### src/core/swcfg_pkg.sv
// Constants and types shared by the switching and phase configuration registers.
package swcfg_pkg;

    // Command codes on the management port.
    localparam logic [7:0]  CMD_FREQ   = 8'h33;
    localparam logic [7:0]  CMD_ILV    = 8'h37;
    localparam logic [7:0]  CMD_GAIN   = 8'h38;

    // Base clock of the switching generator and the legal divisor range.
    localparam int unsigned BASE_MHZ   = 16;
    localparam int unsigned BASE_KHZ   = BASE_MHZ * 1000;
    localparam logic [6:0]  DIV_MIN    = 7'h0C;
    localparam logic [6:0]  DIV_MAX    = 7'h50;
    localparam int          DIV_LO     = 12;
    localparam int          DIV_HI     = 80;

    // Exponent and mantissa fields of a two-byte scaled word.
    localparam int          EXP_MSB    = 15;
    localparam int          EXP_LSB    = 11;
    localparam int          MANT_MSB   = 10;
    localparam logic [15:0] MANT_MAX   = 16'h03FF;
    localparam logic [4:0]  EXP_ZERO   = 5'h00;
    localparam logic [4:0]  EXP_ONE    = 5'h01;

    // Interleave word fields.
    localparam int          NUM_MSB    = 7;
    localparam int          NUM_LSB    = 4;
    localparam int          POS_MSB    = 3;
    localparam int          POS_LSB    = 0;
    localparam logic [4:0]  GROUP_MAX  = 5'h10;

    // Phase offsets are counted in steps of 22.5 degrees.
    localparam logic [4:0]  STEPS_FULL = 5'h10;
    localparam logic [4:0]  STEPS_HALF = 5'h08;

    // Reset values and the last start-up settle count.
    localparam logic [15:0] GAIN_RST   = 16'hB2AE;
    localparam logic [15:0] DIFF_MAX   = 16'hFFFF;
    localparam logic [1:0]  SETTLE_END = 2'h2;

    // Sequencer states, Gray coded along strap, scan, idle.
    typedef enum logic [1:0] {
        ST_STRAP = 2'h0,
        ST_SCAN  = 2'h1,
        ST_IDLE  = 2'h3
    } cfg_state_t;

    // Switching frequency in kHz for a divisor, rounded to nearest.
    function automatic logic [15:0] khz_of_div(input int unsigned n);
        return 16'((BASE_KHZ + n / 2) / n);
    endfunction : khz_of_div

endpackage : swcfg_pkg

### src/core/freq_word_conv.sv
// Conversion between scaled frequency words, kHz values and divisor table entries.
`timescale 1ns/1ps
module freq_word_conv
    import swcfg_pkg::*;
(
    input  wire logic [15:0] lin_word_i,
    input  wire logic [6:0]  scan_div_i,
    input  wire logic [6:0]  act_div_i,
    output logic      [15:0] target_khz_o,
    output logic      [15:0] scan_khz_o,
    output logic      [15:0] act_word_o
);

    logic        [15:0] khz_tab [DIV_LO:DIV_HI];
    logic signed [4:0]  exp_s;
    logic signed [10:0] mant_s;
    logic        [31:0] wide;
    logic        [15:0] act_khz;

    // Frequency for every legal divisor, fixed at elaboration.
    genvar g;
    generate
        for (g = DIV_LO; g <= DIV_HI; g++)
        begin : g_tab
            assign khz_tab[g] = khz_of_div(g);
        end
    endgenerate

    // Decode mantissa times two to the exponent; non-positive values give zero.
    always_comb
    begin
        exp_s  = signed'(lin_word_i[EXP_MSB:EXP_LSB]);
        mant_s = signed'(lin_word_i[MANT_MSB:0]);
        wide   = 32'h0;
        if (mant_s > 11'sh000)
        begin
            if (exp_s >= 5'sh00)
            begin
                wide = {21'h0, mant_s} << exp_s[3:0];
            end
            else
            begin
                wide = {21'h0, mant_s} >> $unsigned(-exp_s);
            end
        end
        target_khz_o = (wide > 32'h0000FFFF) ? 16'hFFFF : wide[15:0];
    end

    // Actual frequency is reported with the smallest exponent that fits.
    always_comb
    begin
        scan_khz_o = khz_tab[scan_div_i];
        act_khz    = khz_tab[act_div_i];
        if (act_khz > MANT_MAX)
        begin
            act_word_o = {EXP_ONE, act_khz[11:1]};
        end
        else
        begin
            act_word_o = {EXP_ZERO, act_khz[10:0]};
        end
    end

endmodule : freq_word_conv

### src/core/phase_step_calc.sv
// Phase offset of both phases, in 22.5 degree steps, from an interleave word.
`timescale 1ns/1ps
module phase_step_calc
    import swcfg_pkg::*;
(
    input  wire logic [7:0] ilv_i,
    input  wire logic       solo_i,
    output logic      [4:0] ph0_o,
    output logic      [4:0] ph1_o
);

    logic [4:0] num;
    logic [4:0] pos;
    logic [9:0] quot;
    logic [8:0] steps;
    logic [8:0] steps_m1;
    logic [4:0] wrapped;
    logic [4:0] ph1_raw;

    // Doubling before the divide lets a half step round upward exactly.
    always_comb
    begin
        num      = (ilv_i[NUM_MSB:NUM_LSB] == 4'h0) ? GROUP_MAX : {1'b0, ilv_i[NUM_MSB:NUM_LSB]};
        pos      = (ilv_i[POS_MSB:POS_LSB] == 4'h0) ? GROUP_MAX : {1'b0, ilv_i[POS_MSB:POS_LSB]};
        quot     = {pos, 5'h00} / {5'h00, num};
        steps    = 9'((quot + 10'h001) >> 1);
        steps_m1 = steps - 9'h001;
        if (steps > {4'h0, STEPS_FULL})
        begin
            wrapped = {1'b0, steps_m1[3:0]} + 5'h01;
        end
        else
        begin
            wrapped = steps[4:0];
        end
        ph0_o   = solo_i ? 5'h00 : wrapped;
        ph1_raw = ph0_o + STEPS_HALF;
        ph1_o   = (ph1_raw > STEPS_FULL) ? ph1_raw - STEPS_FULL : ph1_raw;
    end

endmodule : phase_step_calc

### src/core/switching_phase_config_regs.sv
// Switching frequency, interleave and current-sense gain command registers.
`timescale 1ns/1ps
module switching_phase_config_regs
    import swcfg_pkg::*;
(
    input  wire logic        CLK_I,
    input  wire logic        RESETN_I,
    input  wire logic        CMD_WR_I,
    input  wire logic        CMD_RD_I,
    input  wire logic [7:0]  CMD_CODE_I,
    input  wire logic        CMD_PAGE_I,
    input  wire logic [15:0] CMD_WDATA_I,
    input  wire logic [15:0] SYNC_STRAP_I,
    input  wire logic [7:0]  CFG_STRAP_I,
    input  wire logic        SOLO_GROUP_I,
    output logic      [15:0] RD_DATA_O,
    output logic             RD_ACK_O,
    output logic             CMD_ERR_O,
    output logic             FREQ_BUSY_O,
    output logic      [6:0]  DIVISOR_O,
    output logic      [4:0]  PH0_STEP_O,
    output logic      [4:0]  PH1_STEP_O,
    output logic      [15:0] GAIN0_O,
    output logic      [15:0] GAIN1_O
);

    // Every flip-flop of the block lives in this one record.
    typedef struct packed {
        cfg_state_t  state;
        logic [1:0]  settle;
        logic [15:0] sync_s1;
        logic [15:0] sync_s2;
        logic [7:0]  cfg_s1;
        logic [7:0]  cfg_s2;
        logic        solo_s1;
        logic        solo_s2;
        logic [15:0] target;
        logic [6:0]  scan_n;
        logic [6:0]  best_n;
        logic [15:0] best_diff;
        logic [6:0]  divisor;
        logic        busy;
        logic [7:0]  ilv0;
        logic [7:0]  ilv1;
        logic [15:0] gain0;
        logic [15:0] gain1;
        logic [4:0]  ph0;
        logic [4:0]  ph1;
        logic [15:0] rd_data;
        logic        rd_ack;
        logic        cmd_err;
    } regs_t;

    localparam regs_t REGS_RST = '{
        state:     ST_STRAP,
        divisor:   DIV_MAX,
        scan_n:    DIV_MIN,
        best_n:    DIV_MIN,
        best_diff: DIFF_MAX,
        busy:      1'b1,
        ph1:       STEPS_HALF,
        gain0:     GAIN_RST,
        gain1:     GAIN_RST,
        default:   '0
    };

    regs_t       state_reg;
    regs_t       state_next;
    logic [15:0] conv_word;
    logic [15:0] conv_khz;
    logic [15:0] scan_khz;
    logic [15:0] act_word;
    logic [15:0] scan_diff;
    logic        scan_better;
    logic [4:0]  ph0_calc;
    logic [4:0]  ph1_calc;
    logic        cmd_ok;
    logic        freq_wr;

    // The converter serves the strap during start-up and the host afterwards.
    assign conv_word = (state_reg.state == ST_STRAP) ? state_reg.sync_s2 : CMD_WDATA_I;

    // Commands are taken only once the straps have been sampled.
    assign cmd_ok  = (CMD_WR_I || CMD_RD_I) && (state_reg.state != ST_STRAP);
    assign freq_wr = CMD_WR_I && (CMD_CODE_I == CMD_FREQ) && (state_reg.state != ST_STRAP);

    freq_word_conv freq_word_conv_inst (
        .lin_word_i   (conv_word),
        .scan_div_i   (state_reg.scan_n),
        .act_div_i    (state_reg.divisor),
        .target_khz_o (conv_khz),
        .scan_khz_o   (scan_khz),
        .act_word_o   (act_word)
    );

    // Both phases of the device are placed by the page 0 interleave word.
    phase_step_calc phase_step_calc_inst (
        .ilv_i  (state_reg.ilv0),
        .solo_i (state_reg.solo_s2),
        .ph0_o  (ph0_calc),
        .ph1_o  (ph1_calc)
    );

    // Distance between the candidate divisor and the requested frequency.
    always_comb
    begin
        if (scan_khz >= state_reg.target)
        begin
            scan_diff = scan_khz - state_reg.target;
        end
        else
        begin
            scan_diff = state_reg.target - scan_khz;
        end
        scan_better = (scan_diff < state_reg.best_diff);
    end

    // Next state: synchronisers, start-up, divisor search and command decode.
    always_comb
    begin
        state_next         = state_reg;
        state_next.sync_s1 = SYNC_STRAP_I;
        state_next.sync_s2 = state_reg.sync_s1;
        state_next.cfg_s1  = CFG_STRAP_I;
        state_next.cfg_s2  = state_reg.cfg_s1;
        state_next.solo_s1 = SOLO_GROUP_I;
        state_next.solo_s2 = state_reg.solo_s1;
        state_next.rd_ack  = 1'b0;
        state_next.cmd_err = 1'b0;
        state_next.ph0     = ph0_calc;
        state_next.ph1     = ph1_calc;

        case (state_reg.state)
            ST_STRAP:
            begin
                // The straps settle through the synchronisers before they are used.
                if (state_reg.settle == SETTLE_END)
                begin
                    state_next.target    = conv_khz;
                    state_next.ilv0      = state_reg.cfg_s2;
                    state_next.ilv1      = state_reg.cfg_s2;
                    state_next.scan_n    = DIV_MIN;
                    state_next.best_diff = DIFF_MAX;
                    state_next.state     = ST_SCAN;
                end
                else
                begin
                    state_next.settle = state_reg.settle + 2'h1;
                end
            end
            ST_SCAN:
            begin
                // One divisor per cycle; ties keep the higher frequency.
                if (scan_better)
                begin
                    state_next.best_diff = scan_diff;
                    state_next.best_n    = state_reg.scan_n;
                end
                if (state_reg.scan_n == DIV_MAX)
                begin
                    state_next.divisor = scan_better ? state_reg.scan_n : state_reg.best_n;
                    state_next.state   = ST_IDLE;
                end
                else
                begin
                    state_next.scan_n = state_reg.scan_n + 7'h01;
                end
            end
            default:
            begin
                state_next.state = ST_IDLE;
            end
        endcase

        // A read in the same cycle as a write returns the value before the write.
        if (cmd_ok)
        begin
            if (CMD_CODE_I == CMD_FREQ)
            begin
                // The page is ignored: one setting serves both channels.
                if (CMD_WR_I)
                begin
                    state_next.target    = conv_khz;
                    state_next.scan_n    = DIV_MIN;
                    state_next.best_diff = DIFF_MAX;
                    state_next.state     = ST_SCAN;
                end
                state_next.rd_data = act_word;
            end
            else if (CMD_CODE_I == CMD_ILV)
            begin
                if (CMD_WR_I && CMD_PAGE_I)
                begin
                    state_next.ilv1 = CMD_WDATA_I[7:0];
                end
                else if (CMD_WR_I)
                begin
                    state_next.ilv0 = CMD_WDATA_I[7:0];
                end
                state_next.rd_data = {8'h00, CMD_PAGE_I ? state_reg.ilv1 : state_reg.ilv0};
            end
            else if (CMD_CODE_I == CMD_GAIN)
            begin
                if (CMD_WR_I && CMD_PAGE_I)
                begin
                    state_next.gain1 = CMD_WDATA_I;
                end
                else if (CMD_WR_I)
                begin
                    state_next.gain0 = CMD_WDATA_I;
                end
                state_next.rd_data = CMD_PAGE_I ? state_reg.gain1 : state_reg.gain0;
            end
            else
            begin
                state_next.cmd_err = 1'b1;
            end
            state_next.rd_ack = CMD_RD_I && !state_next.cmd_err;
        end
        else if (CMD_WR_I || CMD_RD_I)
        begin
            // Before the straps are in, nothing may disturb the defaults.
            state_next.cmd_err = 1'b1;
        end

        state_next.busy = (state_next.state != ST_IDLE);
    end

    // The record is the only register; reset puts every field at a constant.
    always_ff @(posedge CLK_I or negedge RESETN_I)
    begin
        if (!RESETN_I)
        begin
            state_reg <= REGS_RST;
        end
        else
        begin
            state_reg <= state_next;
        end
    end

    // Outputs come straight from the record.
    assign RD_DATA_O   = state_reg.rd_data;
    assign RD_ACK_O    = state_reg.rd_ack;
    assign CMD_ERR_O   = state_reg.cmd_err;
    assign FREQ_BUSY_O = state_reg.busy;
    assign DIVISOR_O   = state_reg.divisor;
    assign PH0_STEP_O  = state_reg.ph0;
    assign PH1_STEP_O  = state_reg.ph1;
    assign GAIN0_O     = state_reg.gain0;
    assign GAIN1_O     = state_reg.gain1;
endmodule : switching_phase_config_regs

### config.mk
export PLATFORM = sky130hd
export DESIGN_NAME = switching_phase_config_regs
export DESIGN_NICKNAME = d
export VERILOG_FILES = /design/src/core/swcfg_pkg.sv /design/src/core/freq_word_conv.sv /design/src/core/phase_step_calc.sv /design/src/core/switching_phase_config_regs.sv
export SDC_FILE = /design/constraint.sdc
export NUM_CORES = 1
export LEC_CHECK = 0
export BUFFER_PORTS_ARGS = -buffer_cell sky130_fd_sc_hd__buf_2
export CAP_MARGIN = 40
export CELL_PAD_IN_SITES_DETAIL_PLACEMENT = 1
export CELL_PAD_IN_SITES_GLOBAL_PLACEMENT = 2
export CORE_MARGIN = 2
export CORE_UTILIZATION = 40
export DETAILED_ROUTE_END_ITERATION = 16
export GPL_TIMING_DRIVEN = 0
export PLACE_DENSITY = 0.89
export SLEW_MARGIN = 20
export SYNTH_ARGS = -nofsm -noshare
export SYNTH_HDL_FRONTEND = slang
export SYNTH_SLANG_ARGS = --single-unit
### constraint.sdc
create_clock -name CLK_I -period 24.1 [get_ports CLK_I]
set_input_delay 6.025 -clock CLK_I [delete_from_list [all_inputs] [get_ports CLK_I]]
set_output_delay 6.025 -clock CLK_I [all_outputs]
set_load 0.05 [all_outputs]
==> results of run 1 <==
## final timing paths
| check | slack, ns | cells past startpoint | end | from |
|---|---|---|---|---|
| setup / recovery | 4.49 | 77 | PH0_STEP_O[4] | state_reg[72] |
| hold / removal | 0.35 | 0 | state_reg[133] | state_next[133] |
| setup reg to reg | 4.49 | 77 | PH0_STEP_O[4] | state_reg[72] |
| hold reg to reg | 0.35 | 0 | state_reg[133] | state_next[133] |
| max in group asynchronous | 17.65 | 3 | GAIN1_O[13] | RESETN_I |
| min in group asynchronous | 5.37 | 1 | state_reg[117] | RESETN_I |
## area by class of cell
cell class / instances / area share (%)
Timing Repair Buffer: 123 / 4.12
Clock buffer: 17 / 2.59
Sequential cell: 181 / 27.9
Tap cell: 461 / 3.51
Antenna cell: 1 / 0.0152
Buffer: 172 / 5.45
Multi-Input combinational cell: 1314 / 53.4
Inverter: 80 / 1.83
Clock inverter: 15 / 1.27
## stage by stage
stage          total power [mW]  cells
6_report                   2.88   2364
5_1_grt                    3.16   2363
4_1_cts                    2.88   2361
3_5_place_dp               2.56   2329
3_3_place_gp               2.49   2326
2_1_floorplan              2.04   1747
## worst max-delay path: cells and delay by family (launching register included)
family                   cells  cell delay (ns)
buffers and inverters       11             3.06
AO/OA/AOI/OAI               34             8.02
flip-flops                   1             0.41
adder cells (fa/ha/maj)     10             3.18
multiplexers                 2             0.47
AND/OR/NAND/NOR             20             4.32
## synthesized netlist by cell type, drive strengths merged, types with 11 or more instances
library cell,instances
ha,96
nor2b,27
and2,12
nor2,137
dfstp,42
o21a,25
mux2,53
nand2b,20
xor2,11
a31oi,20
nand4,13
or2,13
clkbuf,95
buf,77
a211oi,21
nand2,180
xnor2,24
o21ai,126
a21oi,161
inv,78
nand3,44
o22ai,18
and3,14
dfrtp,139
a21o,27
nor3,31
mux2i,72
o211ai,26
or3,15
## cell families (layout without fill, tap and decap cells)
group | Yosys count | in the layout | share of synthesized area, %
fa+ha+maj | 98 | 98 | 8.52
other cells | 0 | 1 | 0
mux | 127 | 127 | 9.36
flops | 181 | 181 | 31.5
xor+xnor | 35 | 35 | 2.11
buf+inv | 252 | 407 | 8.22
simple gates | 529 | 529 | 17.0
compound gates | 525 | 525 | 23.3
## metal layers
layer | track usage, % | wire, um
met1 | 34.9 | 22400
met2 | 43.8 | 22800
met3 | 4.37 | 2270
met4 | 5.94 | 774
met5 | 0 | 22
## power by group through the flow
stage	registers, mW	logic (mW)	clock network [mW]
global route	0.419	2.42	0.318
floorplan	0.405	1.63	0
detailed placement	0.417	2.14	0
CTS	0.412	2.16	0.306
global placement	0.415	2.07	0
finish	0.412	2.17	0.300
==> results.py, run 1 <==
metrics = {
    "outcome": {
        "run_status": "finished clean",
    },
    "cts": {
        "cts_num_sinks": 181,
        "postCtsSetupBuffers": 0,
        "cts_inserted_buffers": 17,
        "clk-insertion-delay-late_ns": 0.46,
        "cts_buffer_depth": 2,
        "clk_transition_reported_paths_ns": 0.09,
        "tritoncts": "done",
        "root_buffer": "sky130_fd_sc_hd__clkbuf_16",
        "postCtsHoldBufs": 0,
        "clock_tree.htree_level_count": 4,
        "cts.repair.resized": 0,
    },
    "power": {
        "p_sw_mw": 1.50,
        "worst_ir_drop_vdd_mv": 0.115,
        "pwr-share-clk_pct": 10.4,
        "intPower_mw": 1.38,
        "fraction_of_power_consumed_by_sequential_logic_pct": 14.3,
        "cellLeakagePower_nw": 7.62,
        "combPwrFrac_pct": 75.3,
        "pwr_density_cell_nw_per_um2": 175,
        "power_switching_share_pct": 52.1,
    },
    "final_layout": {
        "area_delta_synth_final_pct": 13.0,
        "final_core_utilization_pct": 46.0,
        "n_fill_cell": 4387,
        "nNetsFinal": 2041,
        "commonest_cells_after_routing_fill_and_taps_aside": "sky130_fd_sc_hd__nand2_1, sky130_fd_sc_hd__a21oi_1, sky130_fd_sc_hd__dfrtp_1",
        "mostFrequentLayoutCell": "sky130_fd_sc_hd__nand2_1",
        "postLayoutCellArea_um2": 16500,
        "drive_gt1_share_pct": 18.5,
        "largest_register_ff_count": 91,
        "sequential_cell_area_um2": 4580,
        "area_of_combinational_cells_with_multiple_inputs_um2": 8780,
    },
    "yosys": {
        "flip_flop_and_latch_count_after_synthesis": 181,
        "syn_avg_cell_area_um2": 8.33,
        "synth.yosys.seq_area_share_pct": 31.5,
        "commonest_register_cell_after_synthesis": "sky130_fd_sc_hd__dfrtp_1",
        "synth.lib_cells_used.distinct": 89,
        "yosysTopAreaCell": "sky130_fd_sc_hd__dfrtp_1",
        "post_synthesis_instance_area_um2": 14600,
        "yosys_warnings": 0,
        "post_synth_inst_count": 1747,
        "netlist.area_leader.share_pct": 23.9,
        "synth-async-reset-ratio_pct": 100,
        "synth_fp_nets": 1899,
        "synth.top_cells.by_area": "sky130_fd_sc_hd__dfrtp_1, sky130_fd_sc_hd__ha_1, sky130_fd_sc_hd__dfstp_2",
        "synth-edff-count": 0,
    },
    "global_route": {
        "antenna_found_initial": 2,
        "groute.usage.overall_pct": 26.0,
        "grt_max_degree": 93,
        "via_count_of_the_first_global_routing_pass": 14200,
        "grt_first_pass_wirelength_um": 78800,
        "grt_overflow": 0,
    },
    "worst_setup_path": {
        "slowest_stage": "sky130_fd_sc_hd__a2111oi_1",
        "setup.worst_path.start_class": "flop",
        "critical-path-top-cell-by-count": "sky130_fd_sc_hd__ha_1",
        "criticalPathCategory": "reg -> reg",
        "max_stage_delay_ns": 0.54,
        "biggest_fanout_along_the_worst_timing_path": 10,
        "category_of_the_worst_setup_path_capture_point": "flop",
        "required_ns": 24.44,
        "cp_data_arrival_time_ns": 19.96,
    },
    "die": {
        "initial_utilization_pct": 40.7,
        "core_um2": 35700,
        "die_width_um": 195,
        "area_of_the_die_um2": 37900,
        "placement_rows": 69,
        "io_pins": 122,
        "die_h_um": 195,
    },
    "sta": {
        "min_period_ns": 19.61,
        "setup_total_negative_slack_ns": 0,
        "timing.hold.ws_ns": 0.352,
        "unrepaired_setup_endpoints_after_global_routing": "no",
        "timing.final.crit_share_pct": 81.4,
        "max_slew_margin_pct": 39.8,
        "achievable-frequency_mhz": 51.0,
        "finalSetupViolations": 0,
        "layout_setup_ws_ns": 4.49,
        "worst_pin_slew_ns": 0.880,
        "hold_violations": 0,
        "post_route_skew_ns": 0.0145,
        "maxSlewViolCount": 0,
    },
    "placement": {
        "detailed_place_hpwl_um": 37300,
        "final_weighted_congestion_of_routability_driven_global_placement": 0.913,
        "pre_cts_ws_ns": 4.74,
        "placed_cell_area_um2": 15800,
        "io_buffer_count": 118,
    },
    "job": {
        "cap_viol_max_count": 0,
    },
    "detailed_routing": {
        "antenna_viol_nets_final": 0,
        "detailedRoute.firstPassIterationCount": 7,
        "detail_route.drc_violations": 0,
        "detail_route.vias_per_cell": 5.74,
        "detailedRoute.firstIterationViolations": 773,
        "routed-via-count": 13600,
        "route.detailed.wl_per_inst_um": 20.4,
        "wirelength_um": 48300,
    },
    "min_path": {
        "worstHoldPathType": "reg -> reg",
    },
}
Power figures use the tool's default switching activity.
==> run 2, diff against run 1 <==
CORE_UTILIZATION = 37   (was 40)
PLACE_DENSITY = 0.84   (was 0.89)
clock period = 19 ns   (was 24.1 ns; I/O delays follow)
==> run 2 against run 1 <==
Effect of this change: final cell count grew 2.5%; total power grew 29%; global-route usage shrank 1.8 points; first-iteration DRC count grew 29%; sequential share of layout area shrank 0.27 points; design area grew 0.98%; clock-buffer cell count grew 1; largest cell class unchanged; worst setup slack lost 3.3 ns; core utilization shrank 3.1 points; register-to-register slack lost 3.3 ns; clock skew grew 0.0069 ns; sequential power grew 27%; critical path type unchanged.
==> results.py, run 2 (same netlist as run 1, synthesis figures left out) <==
metrics = {
    "outcome": {
        "run_status": "finished clean",
    },
    "die": {
        "core_um2": 38700,
        "area_of_the_die_um2": 41000,
        "initial_utilization_pct": 37.6,
        "placement_rows": 72,
        "die_h_um": 202,
        "die_width_um": 202,
        "io_pins": 122,
    },
    "sta": {
        "hold_violations": 0,
        "max_slew_margin_pct": 37.7,
        "maxSlewViolCount": 0,
        "finalSetupViolations": 0,
        "unrepaired_setup_endpoints_after_global_routing": "no",
        "timing.final.crit_share_pct": 94.0,
        "min_period_ns": 17.86,
        "post_route_skew_ns": 0.0215,
        "setup_total_negative_slack_ns": 0,
        "achievable-frequency_mhz": 56.0,
        "worst_pin_slew_ns": 0.925,
    },
    "detailed_routing": {
        "detail_route.vias_per_cell": 5.65,
        "wirelength_um": 49700,
        "antenna_viol_nets_final": 0,
        "routed-via-count": 13700,
        "detail_route.drc_violations": 0,
        "detailedRoute.firstPassIterationCount": 5,
        "detailedRoute.firstIterationViolations": 999,
        "route.detailed.wl_per_inst_um": 20.5,
    },
    "worst_setup_path": {
        "setup.worst_path.start_class": "flop",
        "required_ns": 19.33,
        "cp.buffers_inverters": 10,
        "max_stage_delay_ns": 0.54,
        "critical-path-top-cell-by-count": "sky130_fd_sc_hd__ha_1",
        "criticalPathCategory": "reg -> reg",
        "biggest_fanout_along_the_worst_timing_path": 10,
        "category_of_the_worst_setup_path_capture_point": "flop",
        "cp_data_arrival_time_ns": 18.18,
        "cpLargestDelayFamily": "compound AO/OA/AOI/OAI gates",
        "slowest_stage": "sky130_fd_sc_hd__or4b_1",
    },
    "global_route": {
        "groute.usage.overall_pct": 24.2,
        "grt_max_degree": 93,
        "grt_overflow": 0,
        "via_count_of_the_first_global_routing_pass": 13900,
        "grt_first_pass_wirelength_um": 78700,
        "antenna_found_initial": 2,
    },
    "final_layout": {
        "n_fill_cell": 4746,
        "mostFrequentLayoutCell": "sky130_fd_sc_hd__nand2_1",
        "nNetsFinal": 2044,
        "sequential_cell_area_um2": 4580,
        "final_core_utilization_pct": 42.9,
        "largest_register_ff_count": 91,
        "area_delta_synth_final_pct": 14.1,
        "drive_gt1_share_pct": 19.3,
        "area_of_combinational_cells_with_multiple_inputs_um2": 8830,
        "commonest_cells_after_routing_fill_and_taps_aside": "sky130_fd_sc_hd__nand2_1, sky130_fd_sc_hd__a21oi_1, sky130_fd_sc_hd__dfrtp_1",
    },
    "placement": {
        "io_buffer_count": 118,
        "detailed_place_hpwl_um": 38700,
        "final_weighted_congestion_of_routability_driven_global_placement": 0.891,
    },
    "power": {
        "worst_ir_drop_vdd_mv": 0.125,
        "pwr_density_cell_nw_per_um2": 223,
        "report.power.total_mw": 3.70,
        "cellLeakagePower_nw": 7.66,
    },
    "cts": {
        "clock_tree.htree_level_count": 4,
        "clk_transition_reported_paths_ns": 0.09,
        "postCtsHoldBufs": 0,
        "clk-insertion-delay-late_ns": 0.47,
        "root_buffer": "sky130_fd_sc_hd__clkbuf_16",
        "cts_inserted_buffers": 17,
        "tritoncts": "done",
        "cts_num_sinks": 181,
        "cts_buffer_depth": 2,
    },
    "min_path": {
        "worstHoldPathType": "reg -> reg",
    },
    "job": {
        "cap_viol_max_count": 0,
    },
}
## run 2: cell types whose count changed in the layout (fill, tap and decap cells not counted), moves of 2 or more
cell | before | now
sky130_fd_sc_hd__buf_4 | 66 | 69
sky130_fd_sc_hd__clkbuf_2 | 1 | 3
sky130_fd_sc_hd__clkbuf_1 | 95 | 92
sky130_fd_sc_hd__inv_12 | 3 | 1
sky130_fd_sc_hd__o21ai_0 | 121 | 118
sky130_fd_sc_hd__o21ai_1 | 4 | 6
## run 2: final cells by class
| class | instances | share of cell area [%] |
|---|---|---|
| Antenna cell | 1 | 0.0151 |
| Clock buffer | 18 | 2.64 |
| Inverter | 80 | 1.82 |
| Multi-Input combinational cell | 1314 | 53.1 |
| Tap cell | 518 | 3.90 |
| Buffer | 172 | 5.44 |
| Clock inverter | 14 | 1.21 |
| Timing Repair Buffer | 126 | 4.25 |
| Sequential cell | 181 | 27.6 |
## run 2: final timing paths
check	slack, ns	cells after the start	to	startpoint
setup / recovery	1.14	75	PH0_STEP_O[4]	state_reg[72]
hold / removal	0.35	0	state_reg[151]	state_next[151]
setup reg to reg	1.14	75	PH0_STEP_O[4]	state_reg[72]
hold reg to reg	0.35	0	state_reg[151]	state_next[151]
max in group asynchronous	13.74	3	GAIN1_O[7]	RESETN_I
min in group asynchronous	4.13	1	state_next[149]	RESETN_I
## run 2: power breakdown
group / internal (mW) / switching (mW)
logic: 1.11 / 1.69
clock network: 0.196 / 0.187
registers: 0.476 / 0.0467
total: 1.78 / 1.92
## run 2: stage by stage
step	instance area, um^2	hold slack [ns]	setup WS, ns	instances
3_5_place_dp	15900	0.336	-0.475	2386
6_report	16600	0.352	1.14	2424
5_1_grt	16600	0.359	0.0509	2423
3_3_place_gp	15800	0.332	0.0424	2383
2_1_floorplan	14600	0.331	3.20	1747
4_1_cts	16500	0.354	0.0882	2418
## run 2: metal layers
| layer | GRT usage, % | part of all wire (%) | vias to the layer above |
|---|---|---|---|
| li1 | - | - | 6477 |
| met1 | 33.9 | 48 | 6825 |
| met2 | 39.3 | 46 | 341 |
| met3 | 3.21 | 4.0 | 54 |
| met4 | 6.33 | 1.9 | 2 |
| met5 | 0 | 0.026 | - |
## run 2: timing repair
item / CTS / global route
endpoints found under the setup margin: 6 / 7
resized for setup: 4 / 16
pin swaps: 1 / 4
buffers inserted: 0 / 3
